==> config.mk <==
export PLATFORM = sky130hd
export DESIGN_NAME = i2c_control_config
export DESIGN_NICKNAME = d
export VERILOG_FILES = /design/src/core/i2c_control_config_pkg.sv /design/src/core/i2c_control_config.sv
export VERILOG_INCLUDE_DIRS = /design/src /design/src/core
export SDC_FILE = /design/constraint.sdc
export NUM_CORES = 1
export LEC_CHECK = 0
export ABC_CLOCK_PERIOD_IN_PS = 4650
export BUFFER_PORTS_ARGS = -buffer_cell sky130_fd_sc_hd__buf_4
export CAP_MARGIN = 20
export CORE_MARGIN = 4
export CORE_UTILIZATION = 30
export DETAILED_ROUTE_END_ITERATION = 6
export GPL_TIMING_DRIVEN = 0
export PLACE_DENSITY = 0.55
export SLEW_MARGIN = 20
export SYNTH_ARGS = -nofsm -noshare
export SYNTH_HDL_FRONTEND = slang
export SYNTH_SLANG_ARGS = --single-unit
export TNS_END_PERCENT = 5
==> constraint.sdc <==
create_clock -name I_MCLK -period 4.65 [get_ports I_MCLK]
set_clock_uncertainty 0.2 [all_clocks]
set_input_delay 0.93 -clock I_MCLK [delete_from_list [all_inputs] [get_ports I_MCLK]]
set_output_delay 0.93 -clock I_MCLK [all_outputs]
set_load 0.005 [all_outputs]
==> src/core/i2c_control_config_map.svh <==
`ifndef I2C_CONTROL_CONFIG_MAP_SVH
`define I2C_CONTROL_CONFIG_MAP_SVH

// ****************************************************************
// register offsets (byte addresses)
// ****************************************************************
`define CCFG_OFS_CONTROL     8'h00
`define CCFG_OFS_OWN_ADDR    8'h08
`define CCFG_OFS_IRQ_MASK    8'h30
`define CCFG_OFS_RAW_IRQ     8'h34
`define CCFG_OFS_ENABLE      8'h6C
`define CCFG_OFS_XFER_CMD    8'hB0

// ****************************************************************
// control register fields
// ****************************************************************
`define CCFG_BIT_MASTER_EN   0
`define CCFG_BIT_WIDE_ADDR   4
`define CCFG_BIT_RESTART     5
`define CCFG_BIT_TGT_OFF     6
`define CCFG_BIT_STOP_ADDR   7
`define CCFG_BIT_TXE_CTRL    8
`define CCFG_BIT_RX_HOLD     9
`define CCFG_BIT_STOP_MACT   10
`define CCFG_CONTROL_RESET   32'h00000061
`define CCFG_CONTROL_WMASK   32'h000003F1

// ****************************************************************
// interrupt status bits
// ****************************************************************
`define CCFG_IRQ_RX_OVER     1
`define CCFG_IRQ_TX_EMPTY    4
`define CCFG_IRQ_TX_ABORT    6
`define CCFG_IRQ_STOP        9
`define CCFG_IRQ_STICKY      32'h00000242
`define CCFG_IRQ_ALL         32'h00000252

// ****************************************************************
// transfer command fields
// ****************************************************************
`define CCFG_CMD_READ        0
`define CCFG_CMD_START_BYTE  1
`define CCFG_CMD_HIGH_SPEED  2
`define CCFG_CMD_COMBINED    3
`define CCFG_CMD_DIR_CHANGE  4

// ****************************************************************
// link constants
// ****************************************************************
`define CCFG_GENERAL_CALL    7'h00
`define CCFG_OWN_ADDR_RESET  7'h55
`define CCFG_BITS_PER_BYTE   4'h8

`endif

==> src/core/i2c_control_config_pkg.sv <==
package i2c_control_config_pkg;

   // software-visible control fields
   typedef struct packed {
      logic receive_full_hold_bus;
      logic txe_controlled;
      logic stop_irq_only_addressed;
      logic target_function_off;
      logic repeated_start_allow;
      logic master_wide_addressing;
      logic master_enable;
   } ctrl_type;

   // transfer plan handed to the bus engine
   typedef struct packed {
      logic read;
      logic wide;
      logic restart;
      logic split;
   } xfer_type;

   // target-side address capture, gray along the path
   typedef enum logic [1:0] {
      TGT_IDLE = 2'b00,
      TGT_ADDR = 2'b01,
      TGT_DATA = 2'b11
   } tgt_state_type;

endpackage

==> src/core/i2c_control_config.sv <==
// The Wishbone interface to the registers was left to the implementer.
`include "i2c_control_config_map.svh"
`timescale 1ns/10ps
`default_nettype none

module i2c_control_config (
   input  wire logic                          I_MCLK,
   input  wire logic                          I_SYS_RST,
   input  wire logic                          i_CYC_I,
   input  wire logic                          i_STB_I,
   input  wire logic                          i_WE_I,
   input  wire logic [7:0]                    i_ADR_I,
   input  wire logic [3:0]                    i_SEL_I,
   input  wire logic [31:0]                   i_DAT_I,
   output logic      [31:0]                   o_DAT_O,
   output logic                               o_ACK_O,
   input  wire logic                          i_SCL,
   input  wire logic                          i_SDA,
   input  wire logic                          i_RX_FULL,
   input  wire logic                          i_RX_BYTE_DONE,
   input  wire logic                          i_TX_LOW,
   input  wire logic                          i_TX_BUSY,
   output logic                               o_SCL_OUT,
   output logic                               o_SCL_OE,
   output logic                               o_XFER_GO,
   output i2c_control_config_pkg::xfer_type   o_XFER,
   output logic                               o_IRQ
);
   import i2c_control_config_pkg::*;

   // ****************************************************************
   // register state
   // ****************************************************************
   ctrl_type       ctrl_q;
   logic           enable_q;
   logic [6:0]     own_addr_q;
   logic [31:0]    mask_q;
   logic [31:0]    raw_q;
   logic           ack_q;
   logic [31:0]    rdata_q;

   // ****************************************************************
   // bus decode
   // ****************************************************************
   logic           bus_req;
   logic           bus_wr;
   logic [31:0]    wmask;
   logic [31:0]    wdata;
   logic [31:0]    ctrl_word;
   logic [31:0]    ctrl_next;

   // one access per request, ack drops the cycle after it rose
   assign bus_req = i_CYC_I & i_STB_I & ~ack_q;
   assign bus_wr  = bus_req & i_WE_I;
   assign wmask   = {{8{i_SEL_I[3]}}, {8{i_SEL_I[2]}}, {8{i_SEL_I[1]}}, {8{i_SEL_I[0]}}};
   assign wdata   = i_DAT_I & wmask;

   // control fields laid out at their bit positions
   // read-only zero
   always_comb begin
      ctrl_word                             = 32'h00000000;
      ctrl_word[`CCFG_BIT_MASTER_EN]        = ctrl_q.master_enable;
      ctrl_word[`CCFG_BIT_WIDE_ADDR]        = ctrl_q.master_wide_addressing;
      ctrl_word[`CCFG_BIT_RESTART]          = ctrl_q.repeated_start_allow;
      ctrl_word[`CCFG_BIT_TGT_OFF]          = ctrl_q.target_function_off;
      ctrl_word[`CCFG_BIT_STOP_ADDR]        = ctrl_q.stop_irq_only_addressed;
      ctrl_word[`CCFG_BIT_TXE_CTRL]         = ctrl_q.txe_controlled;
      ctrl_word[`CCFG_BIT_RX_HOLD]          = ctrl_q.receive_full_hold_bus;
      ctrl_word[`CCFG_BIT_STOP_MACT]        = 1'b0;
   end

   // merge of old value and byte-lane write
   assign ctrl_next = (ctrl_word & ~wmask) | wdata;

   // ****************************************************************
   // control register
   // ****************************************************************
   always_ff @(posedge I_MCLK) begin
      if (I_SYS_RST) begin
         ctrl_q.target_function_off     <= 1'b1;
         ctrl_q.repeated_start_allow    <= 1'b1;
         ctrl_q.master_enable           <= 1'b1;
         ctrl_q.master_wide_addressing  <= 1'b0;
         ctrl_q.stop_irq_only_addressed <= 1'b0;
         ctrl_q.txe_controlled          <= 1'b0;
         ctrl_q.receive_full_hold_bus   <= 1'b0;
      end else if (bus_wr && i_ADR_I == `CCFG_OFS_CONTROL && !enable_q) begin
         // software pairs bits 6 and 0; stored as written
         ctrl_q.master_enable           <= ctrl_next[`CCFG_BIT_MASTER_EN];
         ctrl_q.master_wide_addressing  <= ctrl_next[`CCFG_BIT_WIDE_ADDR];
         ctrl_q.repeated_start_allow    <= ctrl_next[`CCFG_BIT_RESTART];
         ctrl_q.target_function_off     <= ctrl_next[`CCFG_BIT_TGT_OFF];
         ctrl_q.stop_irq_only_addressed <= ctrl_next[`CCFG_BIT_STOP_ADDR];
         ctrl_q.txe_controlled          <= ctrl_next[`CCFG_BIT_TXE_CTRL];
         ctrl_q.receive_full_hold_bus   <= ctrl_next[`CCFG_BIT_RX_HOLD];
      end
   end

   // enable, own address and mask registers
   always_ff @(posedge I_MCLK) begin
      if (I_SYS_RST) begin
         enable_q   <= 1'b0;
         own_addr_q <= `CCFG_OWN_ADDR_RESET;
         mask_q     <= 32'h00000000;
      end else if (bus_wr) begin
         if (i_ADR_I == `CCFG_OFS_ENABLE && i_SEL_I[0]) begin
            enable_q <= i_DAT_I[0];
         end
         // own address follows the same lock as control
         if (i_ADR_I == `CCFG_OFS_OWN_ADDR && i_SEL_I[0] && !enable_q) begin
            own_addr_q <= i_DAT_I[6:0];
         end
         if (i_ADR_I == `CCFG_OFS_IRQ_MASK) begin
            mask_q <= ((mask_q & ~wmask) | wdata) & `CCFG_IRQ_ALL;
         end
      end
   end

   // ****************************************************************
   // link input synchronisers
   // ****************************************************************
   logic [1:0]     scl_sync_q;
   logic [1:0]     sda_sync_q;
   logic           scl_last_q;
   logic           sda_last_q;
   logic           scl_rise;
   logic           start_seen;
   logic           stop_seen;

   // two flops per pin; only stage 1 feeds logic
   always_ff @(posedge I_MCLK) begin
      if (I_SYS_RST) begin
         scl_sync_q <= 2'b11;
         sda_sync_q <= 2'b11;
         scl_last_q <= 1'b1;
         sda_last_q <= 1'b1;
      end else begin
         scl_sync_q <= {scl_sync_q[0], i_SCL};
         sda_sync_q <= {sda_sync_q[0], i_SDA};
         scl_last_q <= scl_sync_q[1];
         sda_last_q <= sda_sync_q[1];
      end
   end

   // data edge while clock high marks start or stop
   assign scl_rise   = scl_sync_q[1] & ~scl_last_q;
   assign start_seen = scl_sync_q[1] & scl_last_q & sda_last_q & ~sda_sync_q[1];
   assign stop_seen  = scl_sync_q[1] & scl_last_q & ~sda_last_q & sda_sync_q[1];

   // ****************************************************************
   // target address capture
   // ****************************************************************
   tgt_state_type  tgt_q;
   logic [3:0]     bit_cnt_q;
   logic [7:0]     shift_q;
   logic           own_hit_q;

   always_ff @(posedge I_MCLK) begin
      if (I_SYS_RST) begin
         tgt_q       <= TGT_IDLE;
         bit_cnt_q   <= 4'h0;
         shift_q     <= 8'h00;
         own_hit_q   <= 1'b0;
      end else if (ctrl_q.target_function_off || !enable_q || stop_seen) begin
         tgt_q       <= TGT_IDLE;
         bit_cnt_q   <= 4'h0;
         // stop qualifier reads the match before this clear lands
         own_hit_q   <= 1'b0;
      end else if (start_seen) begin
         // repeated start keeps an earlier match alive
         tgt_q     <= TGT_ADDR;
         bit_cnt_q <= 4'h0;
      end else begin
         case (tgt_q)
            TGT_IDLE: begin
               bit_cnt_q <= 4'h0;
            end
            TGT_ADDR: begin
               if (scl_rise) begin
                  shift_q   <= {shift_q[6:0], sda_sync_q[1]};
                  bit_cnt_q <= bit_cnt_q + 4'h1;
               end
               if (bit_cnt_q == `CCFG_BITS_PER_BYTE) begin
                  tgt_q <= TGT_DATA;
                  // general call is an own match only when own_addr_q is 0
                  if (shift_q[7:1] == own_addr_q) begin
                     own_hit_q <= 1'b1;
                  end
               end
            end
            TGT_DATA: begin
               bit_cnt_q <= 4'h0;
            end
            default: begin
               tgt_q <= TGT_IDLE;
            end
         endcase
      end
   end

   // ****************************************************************
   // master transfer planning
   // ****************************************************************
   logic           cmd_wr;
   logic           forbidden;
   logic           abort_evt;

   assign cmd_wr = bus_wr && i_ADR_I == `CCFG_OFS_XFER_CMD && i_SEL_I[0] && enable_q && ctrl_q.master_enable;

   // operations that need a repeated start
   assign forbidden = !ctrl_q.repeated_start_allow &&
                      (i_DAT_I[`CCFG_CMD_START_BYTE] || i_DAT_I[`CCFG_CMD_HIGH_SPEED] ||
                       i_DAT_I[`CCFG_CMD_DIR_CHANGE] ||
                       (i_DAT_I[`CCFG_CMD_READ] && ctrl_q.master_wide_addressing));
   assign abort_evt = cmd_wr & forbidden;

   always_ff @(posedge I_MCLK) begin
      if (I_SYS_RST) begin
         o_XFER_GO <= 1'b0;
         o_XFER    <= '0;
      end else begin
         o_XFER_GO <= cmd_wr & ~forbidden;
         if (cmd_wr && !forbidden) begin
            o_XFER.read    <= i_DAT_I[`CCFG_CMD_READ];
            o_XFER.wide    <= ctrl_q.master_wide_addressing;
            o_XFER.restart <= i_DAT_I[`CCFG_CMD_COMBINED] & ctrl_q.repeated_start_allow;
            o_XFER.split   <= i_DAT_I[`CCFG_CMD_COMBINED] & ~ctrl_q.repeated_start_allow;
         end
      end
   end

   // ****************************************************************
   // receive-full hold and interrupt sources
   // ****************************************************************
   logic           hold_now;
   logic           txe_level;
   logic           stop_evt;
   logic [31:0]    set_vec;
   logic [31:0]    clr_vec;
   logic [31:0]    raw_view;

   // hold only when enabled in control
   assign hold_now  = ctrl_q.receive_full_hold_bus & i_RX_FULL & enable_q;
   // controlled mode also waits for shifter idle
   assign txe_level = enable_q & i_TX_LOW & (~ctrl_q.txe_controlled | ~i_TX_BUSY);
   assign stop_evt  = stop_seen & enable_q & (~ctrl_q.stop_irq_only_addressed | own_hit_q);

   always_comb begin
      set_vec                      = 32'h00000000;
      set_vec[`CCFG_IRQ_RX_OVER]   = i_RX_BYTE_DONE & i_RX_FULL & ~hold_now;
      set_vec[`CCFG_IRQ_TX_ABORT]  = abort_evt;
      set_vec[`CCFG_IRQ_STOP]      = stop_evt;
   end

   assign clr_vec = (bus_wr && i_ADR_I == `CCFG_OFS_RAW_IRQ) ? (wdata & `CCFG_IRQ_STICKY) : 32'h00000000;

   // sticky bits; a set in the clearing cycle wins
   always_ff @(posedge I_MCLK) begin
      if (I_SYS_RST) begin
         raw_q <= 32'h00000000;
      end else begin
         raw_q <= ((raw_q & ~clr_vec) | set_vec) & `CCFG_IRQ_STICKY;
      end
   end

   // transmit-empty is a live level, not sticky
   always_comb begin
      raw_view                      = raw_q;
      raw_view[`CCFG_IRQ_TX_EMPTY]  = txe_level;
   end

   // hold drives clock low through the open-drain enable
   always_ff @(posedge I_MCLK) begin
      if (I_SYS_RST) begin
         o_SCL_OUT <= 1'b0;
         o_SCL_OE  <= 1'b0;
         o_IRQ     <= 1'b0;
      end else begin
         o_SCL_OUT <= 1'b0;
         o_SCL_OE  <= hold_now;
         o_IRQ     <= |(raw_view & mask_q);
      end
   end

   // ****************************************************************
   // read mux and acknowledge
   // ****************************************************************
   always_ff @(posedge I_MCLK) begin
      if (I_SYS_RST) begin
         ack_q   <= 1'b0;
         rdata_q <= 32'h00000000;
      end else begin
         ack_q <= bus_req;
         if (bus_req && !i_WE_I) begin
            case (i_ADR_I)
               `CCFG_OFS_CONTROL:  rdata_q <= ctrl_word;
               `CCFG_OFS_OWN_ADDR: rdata_q <= {25'h0000000, own_addr_q};
               `CCFG_OFS_IRQ_MASK: rdata_q <= mask_q;
               `CCFG_OFS_RAW_IRQ:  rdata_q <= raw_view;
               `CCFG_OFS_ENABLE:   rdata_q <= {31'h00000000, enable_q};
               default:            rdata_q <= 32'h00000000;
            endcase
         end else begin
            rdata_q <= 32'h00000000;
         end
      end
   end

   assign o_ACK_O = ack_q;
   assign o_DAT_O = rdata_q;

endmodule

`default_nettype wire

==> impl_metrics.csv, run 1 <==
group,metric,value,unit
synth,yosys_warnings,0,
placement,numPortBuffers,47,
die,die_h,106.0,um
synth,yosysMostFrequentCell,"dfxtp_1",
synth,syn_inst,331,
synth,yosysSeqAreaShare,42.40,%
cells_and_area,drive_above_1_share,23.32,%
sta,period_share,65.31,%
clock_network,clockBufferDepth,2,
cells_and_area,antenna_cells_inserted,0,
sta,rsz0062_at_grt,"false",
sta,fmax,329.3,MHz
sta,hold_violations,0,
clock_network,cts_resized,0,
critical_path,start_kind,"primary input",
placement,hpwlAfterDp,5821,um
sta,fin_crit,3.037,ns
synth,yosysUniqueCellTypes,50,
critical_path,arrival,3.07,ns
synth,synth_enable_flop_cells,0,
synth,synth.area.top_cells,"dfxtp_1, mux2i_1, buf_4, nor2_1, a21oi_1",
sta,setup_ws,1.613,ns
min_path,hold_class,"flop to flop",
critical_path,worstPathRequired,4.68,ns
clock_network,clock-sinks,61,
global_route,globalRouteTotalUtil,13.79,%
synth,ys.flop_type,"dfxtp_1",
power,p_leak,1.425,nW
synth,netlist_area,2880,um2
detailed_routing,totalWireLength,7542,um
detailed_routing,drc,0,
global_route,grt_overflow,0,
detailed_routing,num_vias,2539,
clock_network,clk_pin_slew_worst_paths,0.07,ns
global_route,grt_pass1_vias,2406,
sta,worst-slew-pin-transition,0.8814,ns
clock_network,cts_setup_buffers,0,
detailed_routing,drt_iter0_markers,162,
critical_path,endpoint_kind,"flop",
die,pin_count,96,
clock_network,insertion_delay,0.34,ns
global_route,grt_max_degree,11,
cells_and_area,syn_to_final_growth,28.28,%
sta,relSlewSlack,40.70,%
sta,fin_setup_tns,0,ns
die,num_rows,35,
critical_path,crit_type,"primary input to flop",
clock_network,cts_tree,"built",
die,core_area,9284,um2
synth,synth_common_cells,"dfxtp_1, nor2_1, mux2i_1",
placement,place.gp.congestion,0.7981,
clock_network,numCtsBuffers,9,
die,die_area,11230,um2
die,start_util,31.02,%
synth,ys_seq_elements,61,
sta,setup_viol,0,
detailed_routing,viasPerCell,4.659,
cells_and_area,layout.nets,469,
power,ir_drop,0.1041,mV
flow_run,maxCapViolations,0,
synth,async_flop_share,0,%
synth,synth_top_cell_by_area,"dfxtp_1",
global_route,grt_pass1_wl,12230,um
cells_and_area,fin_util,39.80,%
clock_network,root_buffer,"clkbuf_8",
die,die_w,106.0,um
detailed_routing,drtAntennaViolNets,0,
placement,post-place-ws,1.300,ns
detailed_routing,dr.pass1.iters,5,
detailed_routing,wl_per_cell,13.84,um
power,powerDensity,298.8,nW/um2
clock_network,ctsHoldBuffers,0,
sta,drv_slew,0,
synth,netlist.area_leader.share,42.40,%
synth,postSynthAreaPerCell,8.702,um2
outcome,status,"completed",
global_route,antenna_found_initial,0,
clock_network,htree_levels,3,
critical_path,worst-r2r-setup-slack,2.48,ns
critical_path,path_max_fanout,10,
[critical path, cell delays in order]
cell,delay (ns)
buf_4,0.09
clkbuf_1,0.33
nor4bb_1,0.75
and3_2,0.28
clkbuf_1,0.30
nand3_1,0.13
a32o_1,0.27
[placed cells by master, fill, tap and decap left out, types with 7 or more instances in the layout]
master and count:
or2_2 7, clkbuf_1 14, nand4_1 7, o21ai_0 11, nand2_1 20, clkbuf_8 12
mux2i_1 24, a21oi_1 20, nor3_1 13, nand3_1 14, dfxtp_1 61, buf_4 70
inv_1 10, conb_1 23, nor2_1 37
[metal layers]
layer / GRT usage (%) / routed length, um / vias to the layer above
met1: 18.92 / 3567 / 1165
li1: - / - / 1288
met5: 0 / 0 / -
met4: 7.308 / 158 / 0
met3: 2.611 / 363 / 14
met2: 20.45 / 3453 / 72
[power by group]
part	internal, W	switching [W]	total [W]
clock network	0.000291	0.000208	0.000499
logic	0.0000386	0.0000394	0.0000780
registers	0.000525	0.00000182	0.000527
[path summary, 6_finish.rpt]
check | cells after the start | start | end
max | 7 | i_ADR_I[5] | raw_q[9]
min | 1 | sda_sync_q[0] | sda_sync_q[1]
max reg2reg | 5 | o_ACK_O | o_XFER[0]
min reg2reg | 1 | sda_sync_q[0] | sda_sync_q[1]
[stage by stage]
step	cell area (um2)	total power [W]	std cells	hold slack, ns
global route	3695	0.001150	545	0.2272
detailed placement	3483	0.0006160	529	0.1969
CTS	3695	0.001118	545	0.2136
floorplan	2963	0.0005801	353	0.1895
global placement	3477	0.0006154	529	0.1946
finish	3695	0.001104	545	0.2112
[final cells by class]
cell class / instances / area, um2
plain buffers: 39 / 235.2
clock inverters: 3 / 42.54
well taps: 129 / 161.4
inverters: 10 / 37.54
clock buffers: 13 / 168.9
fillers: 993 / 5589
flip-flops and latches: 61 / 1221
repair buffers: 47 / 352.8
multi-input cells: 243 / 1475
[logic make-up (layout without fill, tap and decap cells)]
group	Yosys count	count (layout)	share of synthesized area, %
AOI/OAI and AO/OA	52	52	11.30
xor gates and xnor gates	7	7	2.129
adders and majority gates	3	3	1.303
buffers and inverters	49	112	9.470
DFF	61	61	42.40
muxes	24	24	8.341
other	1	23	0.1302
and+or+nand+nor	134	134	24.94
(Power assumes the default switching activity.)
==> run 2: changes to the inputs <==
--- a/config.mk
+++ b/config.mk
@@ -6,14 +6,14 @@
 export SDC_FILE = /design/constraint.sdc
 export NUM_CORES = 1
 export LEC_CHECK = 0
-export ABC_CLOCK_PERIOD_IN_PS = 4650
+export ABC_CLOCK_PERIOD_IN_PS = 2700
 export BUFFER_PORTS_ARGS = -buffer_cell sky130_fd_sc_hd__buf_4
 export CAP_MARGIN = 20
 export CORE_MARGIN = 4
 export CORE_UTILIZATION = 30
 export DETAILED_ROUTE_END_ITERATION = 6
 export GPL_TIMING_DRIVEN = 0
-export PLACE_DENSITY = 0.55
+export PLACE_DENSITY = 0.57
 export SLEW_MARGIN = 20
 export SYNTH_ARGS = -nofsm -noshare
 export SYNTH_HDL_FRONTEND = slang
==> constraint.sdc (replaced) <==
create_clock -name I_MCLK -period 2.7 [get_ports I_MCLK]
set_clock_uncertainty 0.2 [all_clocks]
set_input_delay 0.54 -clock I_MCLK [delete_from_list [all_inputs] [get_ports I_MCLK]]
set_output_delay 0.54 -clock I_MCLK [all_outputs]
set_load 0.005 [all_outputs]
==> run 2 against run 1 <==
Final area down 1.3%. First-iteration DRC count fell by 31%. Combinational power up 73%. Flip-flop and latch count did not move. Non-clock buffer count is the same. Core utilization down 0.50 points. Clock-buffer cell count stayed put. Global-route usage grew 0.11 points. Critical endpoint is now o_XFER[0].
==> impl_metrics.csv, run 2 (same netlist as run 1, synthesis figures left out) <==
group,metric,value,unit
critical_path,path_max_fanout,7,
power,finalPower,0.001728,W
cells_and_area,layout.nets,469,
sta,fin_crit,2.602,ns
sta,setup_ws,0.09777,ns
critical_path,rr_endpoint,"o_XFER[0]",
cells_and_area,drive_above_1_share,22.89,%
flow_run,maxCapViolations,0,
die,core_area,9284,um2
placement,place.gp.congestion,0.8402,
critical_path,worstRegToRegCells,5,
clock_network,htree_levels,3,
critical_path,worst-r2r-setup-slack,0.51,ns
sta,fmax,384.3,MHz
critical_path,r2r-start,"o_ACK_O",
die,num_rows,35,
critical_path,start_kind,"primary input",
global_route,grt_pass1_vias,2541,
cells_and_area,fin_util,39.30,%
power,ir_drop,0.1931,mV
placement,post-place-ws,-0.2470,ns
die,start_util,31.02,%
detailed_routing,wl_per_cell,13.69,um
global_route,grt_max_degree,11,
power,power.switching,0.0004050,W
clock_network,clk_pin_slew_worst_paths,0.06,ns
die,die_area,11230,um2
power,clkPwrFrac,39.6,%
clock_network,cts_tree,"built",
sta,period_share,96.38,%
cells_and_area,antenna_cells_inserted,0,
power,powerDensity,473.6,nW/um2
detailed_routing,drc,0,
critical_path,worstPathRequired,2.76,ns
sta,worst-slew-pin-transition,0.8096,ns
power,power_frac_comb,7.8,%
min_path,hold_path_end,"scl_sync_q[0]",
min_path,hold_start,"i_SCL",
detailed_routing,dr.pass1.iters,4,
detailed_routing,num_vias,2530,
detailed_routing,drtAntennaViolNets,0,
placement,hpwlAfterDp,5788,um
sta,relSlewSlack,45.79,%
detailed_routing,viasPerCell,4.651,
min_path,hold_class,"primary input to flop",
sta,hold_violations,0,
sta,hold_slack,0.1947,ns
critical_path,endpoint_kind,"flop",
cells_and_area,final_common_cell,"buf_4",
die,die_w,106.0,um
detailed_routing,drt_iter0_markers,111,
sta,setup_viol,0,
die,die_h,106.0,um
power,power_frac_seq,52.6,%
clock_network,insertion_delay,0.33,ns
cells_and_area,final_area,3649,um2
min_path,hold_depth,2,
detailed_routing,totalWireLength,7448,um
clock_network,cts_setup_buffers,0,
clock_network,numCtsBuffers,9,
cells_and_area,mostFrequentLayoutCells,"buf_4, dfxtp_1, nor2_1, mux2i_1, conb_1",
power,swShare,23.44,%
placement,numPortBuffers,47,
critical_path,crit_type,"primary input to flop",
sta,rsz0062_at_grt,"false",
critical_path,arrival,2.66,ns
clock_network,root_buffer,"clkbuf_8",
global_route,grt_overflow,0,
clock_network,clockBufferDepth,2,
sta,drv_slew,0,
outcome,status,"completed",
power,p_int,0.001323,W
placement,placed_area,3483,um2
cells_and_area,syn_to_final_growth,26.67,%
clock_network,ctsHoldBuffers,0,
global_route,antenna_found_initial,0,
global_route,globalRouteTotalUtil,13.91,%
die,pin_count,96,
clock_network,clock-sinks,61,
power,p_leak,1.403,nW
global_route,grt_pass1_wl,12540,um
run 2: worst max path at each step:
| stage | from | depth (start not counted) | endpoint |
|---|---|---|---|
| 2_1_floorplan | i_ADR_I[2] | 6 | o_XFER[0] |
| 3_3_place_gp | i_ADR_I[5] | 6 | own_addr_q[0] |
| 3_5_place_dp | i_ADR_I[2] | 7 | o_XFER[0] |
| 4_1_cts | i_ADR_I[2] | 7 | o_XFER[0] |
| 5_1_grt | i_ADR_I[2] | 7 | o_XFER[0] |
| 6_report | i_ADR_I[2] | 7 | o_XFER[0] |
run 2: cell type report:
type                       instances  area (um2)
sequential                        61        1221
tap                              129       161.4
inverter                          10       37.54
clock buffer                      13       148.9
buffer                            39       235.2
fill                            1007        5635
multi-input combinational        243        1481
timing repair buffer              47       352.8
clock inverter                     2       10.01
run 2: repair_timing:
action / CTS / global route
hold endpoints to repair: 0 / 0
gates resized for setup: 0 / 1
endpoints found under the setup margin: 0 / 1
run 2: routing by layer:
| layer | vias up | global-route usage [%] | part of all wire, % |
|---|---|---|---|
| li1 | 1291 | - | - |
| met5 | - | 0 | 0 |
| met3 | 19 | 3.400 | 4.4 |
| met4 | 0 | 6.568 | 2.8 |
| met2 | 79 | 21.63 | 46 |
| met1 | 1141 | 18.08 | 46 |
run 2: through the flow:
step | TNS [ns] | std cells
after CTS | 0 | 544
final | 0 | 544
after floorplan | 0 | 353
after detailed placement | -1.756 | 529
after global routing | 0 | 544
after global placement | -5.468 | 529
run 2: power by group through the flow:
stage | sequential (W) | clock (W) | combinational (W)
2_1_floorplan | 0.000927 | 0 | 0.0000716
3_3_place_gp | 0.000928 | 0 | 0.000131
3_5_place_dp | 0.000928 | 0 | 0.000133
4_1_cts | 0.000908 | 0.000708 | 0.000134
5_1_grt | 0.000908 | 0.000752 | 0.000151
6_report | 0.000908 | 0.000685 | 0.000135
run 2: critical path, stage by stage:
cell and delay, ns:
buf_4 0.13, or4_1 0.50, clkbuf_2 0.18, or4_1 0.52, buf_2 0.17, or4b_1 0.49
a21oi_1 0.12
